$ cat src/logic/ssc_pkg.sv
package ssc_pkg;

  // ****************************************
  // Register offsets
  // ****************************************
  localparam logic [7:0] OFS_TARGET_ADDR  = 8'h08;
  localparam logic [7:0] OFS_IMAGE_REV    = 8'h09;
  localparam logic [7:0] OFS_DEVICE_CONTROL      = 8'h0a;
  localparam logic [7:0] OFS_SW_RESET     = 8'h0c;
  localparam logic [7:0] OFS_MARGIN_HIGH  = 8'h10;
  localparam logic [7:0] OFS_MARGIN_LOW   = 8'h11;

  // ****************************************
  // Device control and software reset fields
  // ****************************************
  localparam int BIT_PDN     = 6;
  localparam int BIT_SPR_HI  = 5;
  localparam int BIT_SPR_LO  = 2;
  localparam int BIT_TRIG    = 1;
  localparam int BIT_AUTO    = 0;
  localparam int BIT_SWRST   = 0;

  // ****************************************
  // Reset values and unmapped read value
  // ****************************************
  localparam logic [6:0] RST_TARGET_ADDR = 7'h59;
  localparam logic [7:0] RST_IMAGE_REV   = 8'h00;
  localparam logic       RST_PDN         = 1'b0;
  localparam logic [3:0] RST_SPARE       = 4'h0;
  localparam logic       RST_TRIG        = 1'b0;
  localparam logic       RST_AUTO        = 1'b1;
  localparam logic [9:0] RST_MARGIN      = 10'h000;
  localparam logic [7:0] RD_UNMAPPED     = 8'h00;

  // ****************************************
  // Bus framing
  // ****************************************
  localparam logic [3:0] BITS_PER_BYTE   = 4'h8;

  // ****************************************
  // Types
  // ****************************************
  typedef struct packed {
    logic [6:0] target_addr;
    logic [7:0] image_rev;
    logic [6:0] device_control;
    logic [9:0] margin;
  } ssc_nvm_t;

  typedef struct packed {
    logic       stb;
    logic [7:0] ptr;
    logic [7:0] dat;
  } ssc_wr_t;

  typedef enum logic [2:0] {
    ST_LOAD, ST_CONFIG, ST_HALT, ST_CAL, ST_LOCK, ST_RUN, ST_PDN
  } ssc_state_t;

  typedef enum logic [2:0] {
    PH_IDLE, PH_ADDR, PH_PTR, PH_WR, PH_RD
  } ssc_phase_t;

endpackage : ssc_pkg

$ cat src/logic/ssc_startup_ctl.sv
// Contract
// The target address reads in bits 7..1, loaded from memory, default 59h.
// Bus transfers addressed to the held target address are answered.
// Image revision reloads from memory after every reset and commit.
// The power-down bit decides whether the PLL starts after reset.
// Setting power-down disables the PLL and resets calibration.
// Clearing power-down re-enables the PLL and restarts calibration.
// A 0-to-1 change of the calibration trigger starts calibration.
// The calibration trigger clears itself when calibration completes.
// In the reset start-up the auto-start bit rules over the trigger.
// With auto-start set, reset leads to lock and output enable.
// Power-on, external pin and software reset act alike.
// With auto-start clear the device halts after configuration.
// Setting auto-start after such a halt begins the lock sequence.
// A 10-bit memory-backed margin offset spans two registers.
// Writes to read-only or reserved bits change nothing, no error.
`timescale 1ns/1ps
`default_nettype none

module ssc_startup_ctl (
  // Clock and reset
  input  wire logic              core_clk,
  input  wire logic              rst_n,
  input  wire logic              external_reset_pin_low,
  // Two-wire bus
  input  wire logic              scl_i,
  input  wire logic              sda_i,
  output logic                   sda_o,
  output logic                   sda_oe,
  // Memory image
  input  wire ssc_pkg::ssc_nvm_t nvm_image_i,
  input  wire logic              nvm_commit_i,
  // Synthesizer
  input  wire logic              cal_done_i,
  input  wire logic              pll_locked_i,
  output logic                   pll_enable_o,
  output logic                   cal_reset_o,
  output logic                   cal_start_o,
  output logic                   output_enable_o
);

  // ****************************************
  // Declarations
  // ****************************************
  logic                scl_s1_q, scl_s2_q, scl_s3_q;
  logic                sda_s1_q, sda_s2_q, sda_s3_q;
  logic                xrst_s1_q, xrst_s2_q;
  logic                bus_start, bus_stop, scl_rise, scl_fall;
  ssc_pkg::ssc_phase_t phase_q;
  logic [3:0]          cnt_q;
  logic                slot_q, rw_q, mack_q, sda_oe_q;
  logic [7:0]          shift_q, ptr_q;
  logic [7:0]          rd_data;
  ssc_pkg::ssc_wr_t    wr_q;
  logic                swrst_q, dev_rst;
  logic [6:0]          addr_q;
  logic [7:0]          rev_q;
  logic                pdn_q, trig_q, trig_d1_q, auto_q;
  logic [3:0]          spare_q;
  logic [9:0]          margin_q;
  ssc_pkg::ssc_state_t state_q, state_d;
  logic                trig_rise;
  logic                pll_en_q, cal_rst_q, cal_start_q, out_en_q;

  // ****************************************
  // Functions
  // ****************************************
  function automatic logic wr_hit(input ssc_pkg::ssc_wr_t w,
                                  input logic [7:0] ofs);
    wr_hit = w.stb && (w.ptr == ofs);
  endfunction : wr_hit

  function automatic logic [7:0] rd_byte(input logic [7:0] p);
    case (p)
      ssc_pkg::OFS_TARGET_ADDR: rd_byte = {addr_q, 1'b0};
      ssc_pkg::OFS_IMAGE_REV:   rd_byte = rev_q;
      ssc_pkg::OFS_DEVICE_CONTROL:     rd_byte = {1'b0, pdn_q, spare_q, trig_q,
                                           auto_q};
      ssc_pkg::OFS_MARGIN_HIGH: rd_byte = {6'h00, margin_q[9:8]};
      ssc_pkg::OFS_MARGIN_LOW:  rd_byte = margin_q[7:0];
      default:                  rd_byte = ssc_pkg::RD_UNMAPPED;
    endcase
  endfunction : rd_byte

  // Byte at the pointer, named so its top bit can be picked
  assign rd_data = rd_byte(ptr_q);

  // ****************************************
  // Pin synchronisers
  // ****************************************
  // Two stages per pin; third stage only feeds edge detection
  always_ff @(posedge core_clk) begin
    if (!rst_n) begin
      {scl_s1_q, scl_s2_q, scl_s3_q} <= 3'h7;
      {sda_s1_q, sda_s2_q, sda_s3_q} <= 3'h7;
      {xrst_s1_q, xrst_s2_q}         <= 2'h3;
    end else begin
      {scl_s1_q, scl_s2_q, scl_s3_q} <= {scl_i, scl_s1_q, scl_s2_q};
      {sda_s1_q, sda_s2_q, sda_s3_q} <= {sda_i, sda_s1_q, sda_s2_q};
      {xrst_s1_q, xrst_s2_q}         <= {external_reset_pin_low, xrst_s1_q};
    end
  end

  // Bus conditions from settled samples
  assign bus_start = scl_s2_q && scl_s3_q && sda_s3_q && !sda_s2_q;
  assign bus_stop  = scl_s2_q && scl_s3_q && !sda_s3_q && sda_s2_q;
  assign scl_rise  = scl_s2_q && !scl_s3_q;
  assign scl_fall  = !scl_s2_q && scl_s3_q;

  // All three reset sources merge into one device reset
  assign dev_rst = !rst_n || !xrst_s2_q || swrst_q;

  // ****************************************
  // Two-wire target
  // ****************************************
  // Bus engine stays up over a software reset so the ack completes
  always_ff @(posedge core_clk) begin
    if (!rst_n || !xrst_s2_q) begin
      phase_q  <= ssc_pkg::PH_IDLE;
      cnt_q    <= 4'h0;
      slot_q   <= 1'b0;
      rw_q     <= 1'b0;
      mack_q   <= 1'b0;
      sda_oe_q <= 1'b0;
      shift_q  <= 8'h00;
      ptr_q    <= 8'h00;
      wr_q     <= '0;
    end else begin
      wr_q.stb <= 1'b0;
      if (bus_start) begin
        phase_q  <= ssc_pkg::PH_ADDR;
        cnt_q    <= 4'h0;
        slot_q   <= 1'b0;
        sda_oe_q <= 1'b0;
      end else if (bus_stop) begin
        phase_q  <= ssc_pkg::PH_IDLE;
        sda_oe_q <= 1'b0;
      end else if (phase_q != ssc_pkg::PH_IDLE) begin
        if (scl_rise) begin
          if (slot_q) begin
            mack_q <= !sda_s2_q; // Low means host wants more
          end else if (cnt_q < ssc_pkg::BITS_PER_BYTE) begin
            cnt_q <= cnt_q + 4'h1;
            if (phase_q != ssc_pkg::PH_RD) begin
              shift_q <= {shift_q[6:0], sda_s2_q};
            end
          end
        end else if (scl_fall) begin
          if (slot_q) begin
            // End of ack slot: set up the next byte
            slot_q   <= 1'b0;
            cnt_q    <= 4'h0;
            sda_oe_q <= 1'b0;
            case (phase_q)
              ssc_pkg::PH_ADDR: begin
                if (rw_q) begin
                  phase_q  <= ssc_pkg::PH_RD;
                  shift_q  <= rd_data;
                  sda_oe_q <= !rd_data[7];
                  ptr_q    <= ptr_q + 8'h01;
                end else begin
                  phase_q <= ssc_pkg::PH_PTR;
                end
              end
              ssc_pkg::PH_PTR: phase_q <= ssc_pkg::PH_WR;
              ssc_pkg::PH_RD: begin
                if (mack_q) begin
                  shift_q  <= rd_data;
                  sda_oe_q <= !rd_data[7];
                  ptr_q    <= ptr_q + 8'h01;
                end else begin
                  phase_q <= ssc_pkg::PH_IDLE;
                end
              end
              default: phase_q <= phase_q;
            endcase
          end else if (cnt_q == ssc_pkg::BITS_PER_BYTE) begin
            // Eighth bit done: acknowledge or let go
            slot_q <= 1'b1;
            case (phase_q)
              ssc_pkg::PH_ADDR: begin
                if (shift_q[7:1] == addr_q) begin
                  rw_q     <= shift_q[0];
                  sda_oe_q <= 1'b1;
                end else begin
                  phase_q <= ssc_pkg::PH_IDLE;
                  slot_q  <= 1'b0;
                end
              end
              ssc_pkg::PH_PTR: begin
                ptr_q    <= shift_q;
                sda_oe_q <= 1'b1;
              end
              ssc_pkg::PH_WR: begin
                // Every write is acked, mapped or not
                wr_q     <= '{stb: 1'b1, ptr: ptr_q, dat: shift_q};
                ptr_q    <= ptr_q + 8'h01;
                sda_oe_q <= 1'b1;
              end
              default: sda_oe_q <= 1'b0; // Host drives its ack
            endcase
          end else if (phase_q == ssc_pkg::PH_RD && cnt_q != 4'h0) begin
            shift_q  <= {shift_q[6:0], 1'b0};
            sda_oe_q <= !shift_q[6];
          end
        end
      end
    end
  end

  // Open drain: only ever pull low
  assign sda_o  = 1'b0;
  assign sda_oe = sda_oe_q;

  // ****************************************
  // Software reset
  // ****************************************
  // One-cycle pulse; the register reads back zero
  always_ff @(posedge core_clk) begin
    if (!rst_n) begin
      swrst_q <= 1'b0;
    end else begin
      swrst_q <= wr_hit(wr_q, ssc_pkg::OFS_SW_RESET) &&
                 wr_q.dat[ssc_pkg::BIT_SWRST];
    end
  end

  // ****************************************
  // Memory-backed read-only registers
  // ****************************************
  // Address and margin follow the image only at load; no write path
  always_ff @(posedge core_clk) begin
    if (dev_rst) begin
      addr_q   <= ssc_pkg::RST_TARGET_ADDR;
      margin_q <= ssc_pkg::RST_MARGIN;
    end else if (state_q == ssc_pkg::ST_LOAD) begin
      addr_q   <= nvm_image_i.target_addr;
      margin_q <= nvm_image_i.margin;
    end
  end

  // Revision also follows every commit
  always_ff @(posedge core_clk) begin
    if (dev_rst) begin
      rev_q <= ssc_pkg::RST_IMAGE_REV;
    end else if (state_q == ssc_pkg::ST_LOAD || nvm_commit_i) begin
      rev_q <= nvm_image_i.image_rev;
    end
  end

  // ****************************************
  // Device control
  // ****************************************
  // Trigger: set by a write (not during start-up), set wins over clear
  always_ff @(posedge core_clk) begin
    if (dev_rst) begin
      pdn_q     <= ssc_pkg::RST_PDN;
      spare_q   <= ssc_pkg::RST_SPARE;
      trig_q    <= ssc_pkg::RST_TRIG;
      auto_q    <= ssc_pkg::RST_AUTO;
      trig_d1_q <= ssc_pkg::RST_TRIG;
    end else begin
      trig_d1_q <= trig_q;
      if (state_q == ssc_pkg::ST_LOAD) begin
        pdn_q   <= nvm_image_i.device_control[ssc_pkg::BIT_PDN];
        spare_q <= nvm_image_i.device_control[ssc_pkg::BIT_SPR_HI:
                                       ssc_pkg::BIT_SPR_LO];
        auto_q  <= nvm_image_i.device_control[ssc_pkg::BIT_AUTO];
      end else if (wr_hit(wr_q, ssc_pkg::OFS_DEVICE_CONTROL)) begin
        pdn_q   <= wr_q.dat[ssc_pkg::BIT_PDN];
        spare_q <= wr_q.dat[ssc_pkg::BIT_SPR_HI:ssc_pkg::BIT_SPR_LO];
        auto_q  <= wr_q.dat[ssc_pkg::BIT_AUTO];
      end
      if (wr_hit(wr_q, ssc_pkg::OFS_DEVICE_CONTROL) &&
          wr_q.dat[ssc_pkg::BIT_TRIG] &&
          state_q != ssc_pkg::ST_LOAD &&
          state_q != ssc_pkg::ST_CONFIG) begin
        trig_q <= 1'b1;
      end else if (state_q == ssc_pkg::ST_CAL && cal_done_i) begin
        trig_q <= 1'b0;
      end
    end
  end

  assign trig_rise = trig_q && !trig_d1_q;

  // ****************************************
  // Start-up sequencer
  // ****************************************
  // Power-down overrides every state except the load
  always_comb begin
    state_d = state_q;
    case (state_q)
      ssc_pkg::ST_LOAD: state_d = ssc_pkg::ST_CONFIG;
      ssc_pkg::ST_CONFIG: begin
        if (pdn_q) begin
          state_d = ssc_pkg::ST_PDN;
        end else if (auto_q) begin
          state_d = ssc_pkg::ST_CAL;
        end else begin
          state_d = ssc_pkg::ST_HALT;
        end
      end
      ssc_pkg::ST_HALT: begin
        if (auto_q || trig_rise) begin
          state_d = ssc_pkg::ST_CAL;
        end
      end
      ssc_pkg::ST_CAL: begin
        if (cal_done_i) begin
          state_d = ssc_pkg::ST_LOCK;
        end
      end
      ssc_pkg::ST_LOCK: begin
        if (pll_locked_i) begin
          state_d = ssc_pkg::ST_RUN;
        end else if (trig_rise) begin
          state_d = ssc_pkg::ST_CAL;
        end
      end
      ssc_pkg::ST_RUN: begin
        if (trig_rise) begin
          state_d = ssc_pkg::ST_CAL;
        end
      end
      ssc_pkg::ST_PDN: begin
        if (!pdn_q) begin
          state_d = ssc_pkg::ST_CAL;
        end
      end
      default: state_d = ssc_pkg::ST_LOAD;
    endcase
    if (pdn_q && state_q != ssc_pkg::ST_LOAD) begin
      state_d = ssc_pkg::ST_PDN;
    end
  end

  always_ff @(posedge core_clk) begin
    if (dev_rst) begin
      state_q <= ssc_pkg::ST_LOAD;
    end else begin
      state_q <= state_d;
    end
  end

  // Outputs registered from the next state
  always_ff @(posedge core_clk) begin
    if (dev_rst) begin
      pll_en_q    <= 1'b0;
      cal_rst_q   <= 1'b1;
      cal_start_q <= 1'b0;
      out_en_q    <= 1'b0;
    end else begin
      pll_en_q    <= state_d != ssc_pkg::ST_PDN;
      cal_rst_q   <= state_d == ssc_pkg::ST_PDN;
      cal_start_q <= state_d == ssc_pkg::ST_CAL &&
                     state_q != ssc_pkg::ST_CAL;
      out_en_q    <= state_d == ssc_pkg::ST_RUN;
    end
  end

  assign pll_enable_o    = pll_en_q;
  assign cal_reset_o     = cal_rst_q;
  assign cal_start_o     = cal_start_q;
  assign output_enable_o = out_en_q;
endmodule : ssc_startup_ctl

`default_nettype wire

$ cat config.mk
export PLATFORM = sky130hd
export DESIGN_NAME = ssc_startup_ctl
export DESIGN_NICKNAME = d
export VERILOG_FILES = /design/src/logic/ssc_pkg.sv /design/src/logic/ssc_startup_ctl.sv
export SDC_FILE = /design/constraint.sdc
export NUM_CORES = 1
export LEC_CHECK = 0
export ABC_AREA = 1
export BUFFER_PORTS_ARGS = -buffer_cell sky130_fd_sc_hd__buf_4
export CAP_MARGIN = 20
export CORE_MARGIN = 2
export CORE_UTILIZATION = 53
export DETAILED_ROUTE_END_ITERATION = 10
export PLACE_DENSITY_LB_ADDON = 0.08
export SYNTH_ARGS = -nofsm -noshare
export SYNTH_HDL_FRONTEND = slang
export SYNTH_SLANG_ARGS = --single-unit
$ cat constraint.sdc
create_clock -name core_clk -period 1.7 [get_ports core_clk]
set_input_delay 0.255 -clock core_clk [delete_from_list [all_inputs] [get_ports core_clk]]
set_output_delay 0.255 -clock core_clk [all_outputs]
set_load 0.005 [all_outputs]
==> metrics <==
Max clock buf depth 2; top-area cell type share of the netlist area 0.394; R2R Path Start scl_s3_q$_SDFF_PN1_; DR vias about 4.6k; DP Area 0.00534 sq mm; largest family of logic cells by synthesized area simple AND/OR/NAND/NOR gates; Num Clock Sinks 92; CTS H-tree depth 3; CP required 1970 ps; CTS buffer count 9; CP startpoint scl_s3_q$_SDFF_PN1_; die area 0.00958 sq mm; Netlist cell types 40; VDD IR max between 0.4 and 0.5 mV; Arrival @ worst endpoint between 1500 and 2000 ps; gr usage total 0.252; register area share after synthesis 0.394; row cnt 34; hold path cells 3; RSZ-0062 raised after global routing true; Primary FF master, synth dfxtp_1; # fillers approximately 820; reg2reg end shift_q[7]$_SDFFE_PP0P_; final WL around 12000 microns; post-synthesis adder-cell area fraction 0.0295; min-delay worst type in2reg; Worst Setup End Kind flop; post-route ant nets 0; Synth Register Bits 92; shortest period the worst path allows 1650 ps; share of post-route cells with drive strength above 1 0.216; Reg2Reg Setup Slack between 50 and 60 ps; Post-synth top cells 144 x nand2_1, 112 x nor2_1, 92 x dfxtp_1; leak pwr ~2.6 nW; Vias/cell roughly 5.2; DRT Pass-1 Iters 7; routability cong. slightly below 0.9; Area growth syn-to-layout 23.0%; Compound-Gate Fraction of Synth Area 0.134; Syn Nets around 740; FFs w/ async S/R, synth 0; final setup vio count 0; number of I/O port buffers 43; Core ar. 0.00864 sq mm; most frequent cell after synthesis nand2_1; initial core utilization 0.541; largest net degree at the start of global routing 31; ant diodes 0; mux cell area share after synthesis 0; post-DP HPWL 8710 microns; I/O pins 46; critical path class reg2reg; area share of xor/xnor cells in the synthesized design 0.0169; WL/cell about 14 microns; Final Max Slew Viols 0; global route total overflow 0; final hold slack a little under 50 ps; Synth Area in Simple Gates 0.330; Tot Pwr 0.00486 W; PwrDens approximately 850 mW/mm^2; hold endpoint xrst_s1_q$_SDFF_PN1_; Final Hold Fails 0; Root Driver clkbuf_8; status complete, no violations; Synth Instances between 600 and 700; initial antenna violation count 0; DRC viols 0; Worst Skew around 13 ps; startpoint types flop; initial DRC count 212; hold_sp external_reset_pin_low; Die Y-Extent just under 100 microns; global-route wire length before repair about 20000 microns; CTS Hold Buffers Added 0; Post-synth EDFFs 0; Synth Cell Area around 0.0047 sq mm; Clock transition at path regs around 90 ps; # nets final between 800 and 900; YS warnings 0; Max-cap violations 0; fin crit share 0.968; number of global-route vias before repair around 4.3k; Worst-Skew Late Latency around 370 ps; Area contributors post-synth dfxtp_1 39%, nand2_1 12%, nor2_1 9.0%; cell type with the largest total area after synthesis dfxtp_1; Die X approximately 98 microns; CTS tree built; Synth Area per Inst between 6 and 7 sq um; f_max approximately 0.6 GHz; Design Area, Final about 0.0057 sq mm; R2R cell count 10; CP Max Fanout 8
-- per-stage QoR --
step	cells	setup TNS (ps)	setup slack, ps	util
after global routing	871	-307	-82.2	0.665
after detailed placement	851	-240	-103	0.618
after CTS	869	-0.0249	-0.0249	0.645
final	871	0	54.2	0.665
after floorplan	684	0	20.1	-
after global placement	851	-32.3	-32.3	0.618
-- power by group --
part	internal (W)	switching, W
clock	0.000690	0.000830
sequential	0.00234	0.000145
combinational	0.000340	0.000512
-- how the worst max path moves through the flow --
stage / depth (start not counted) / endpoint
5_1_grt: 10 / shift_q[7]$_SDFFE_PP0P_
3_5_place_dp: 11 / shift_q[7]$_SDFFE_PP0P_
6_report: 10 / shift_q[7]$_SDFFE_PP0P_
2_1_floorplan: 10 / cnt_q[3]$_SDFFE_PP0P_
3_3_place_gp: 11 / shift_q[7]$_SDFFE_PP0P_
4_1_cts: 11 / shift_q[7]$_SDFFE_PP0P_
-- kinds of logic after synthesis --
logic type	count (synthesis)
AO/OA/AOI/OAI	117
XOR/XNOR	9
adder cells (fa/ha/maj)	11
buffers and inverters	108
flip-flops	92
other	1
AND/OR/NAND/NOR	346
-- registers in the layout (all words and copies together) (netlist names), 4 cells and up --
name,flops
margin_q,10
cnt_q,4
ptr_q,8
rev_q,8
shift_q,8
spare_q,4
wr_q,16
addr_q,7
-- metal layers --
layer	track usage	vias up	wire length, microns
li1	-	2354	-
met1	0.323	2099	5400
met2	0.437	98	5900
met3	0.0408	20	495
met4	0.0791	0	229
met5	0	-	0
-- cell usage in the layout, fill, tap and decap left out, types with 6 or more instances in the layout --
| cell | synthesis | final |
|---|---|---|
| a21oi_1 | 42 | 41 |
| buf_4 | 2 | 80 |
| clkbuf_8 | 0 | 9 |
| dfxtp_1 | 92 | 87 |
| ha_1 | 11 | 8 |
| inv_1 | 74 | 73 |
| inv_2 | 12 | 12 |
| nand2_1 | 144 | 144 |
| nand3_1 | 39 | 35 |
| nand4_1 | 12 | 12 |
| nor2_1 | 112 | 103 |
| nor2_4 | 5 | 13 |
| nor3_1 | 9 | 6 |
| o21ai_0 | 42 | 40 |
| o21ai_1 | 16 | 17 |
-- repair_timing --
item,CTS,global route
gates resized for setup,5,42
endpoints found under the setup margin,11,41
setup buffers,2,1
gates cloned,1,1
pin swaps,3,14
-- worst max-delay path, cell delays in order (launching register included) --
cell,delay [ps]
dfxtp_2,340
inv_1,50
ha_2,220
inv_1,70
ha_1,240
a21oi_4,240
nand2_4,130
nor2_4,100
nand2_1,60
nand2_1,60
inv_1,30
-- cell type report --
cell class | count | area, sq um | share of cell area
multi-input cells | 486 | 2570 | 0.448
flip-flops and latches | 92 | 1850 | 0.322
well taps | 108 | 135 | 0.0235
inverters | 87 | 332 | 0.0577
clock inverters | 6 | 71.3 | 0.0124
clock buffers | 9 | 124 | 0.0216
repair buffers | 83 | 661 | 0.115
Note: power is estimated with default switching activity, not from simulation.
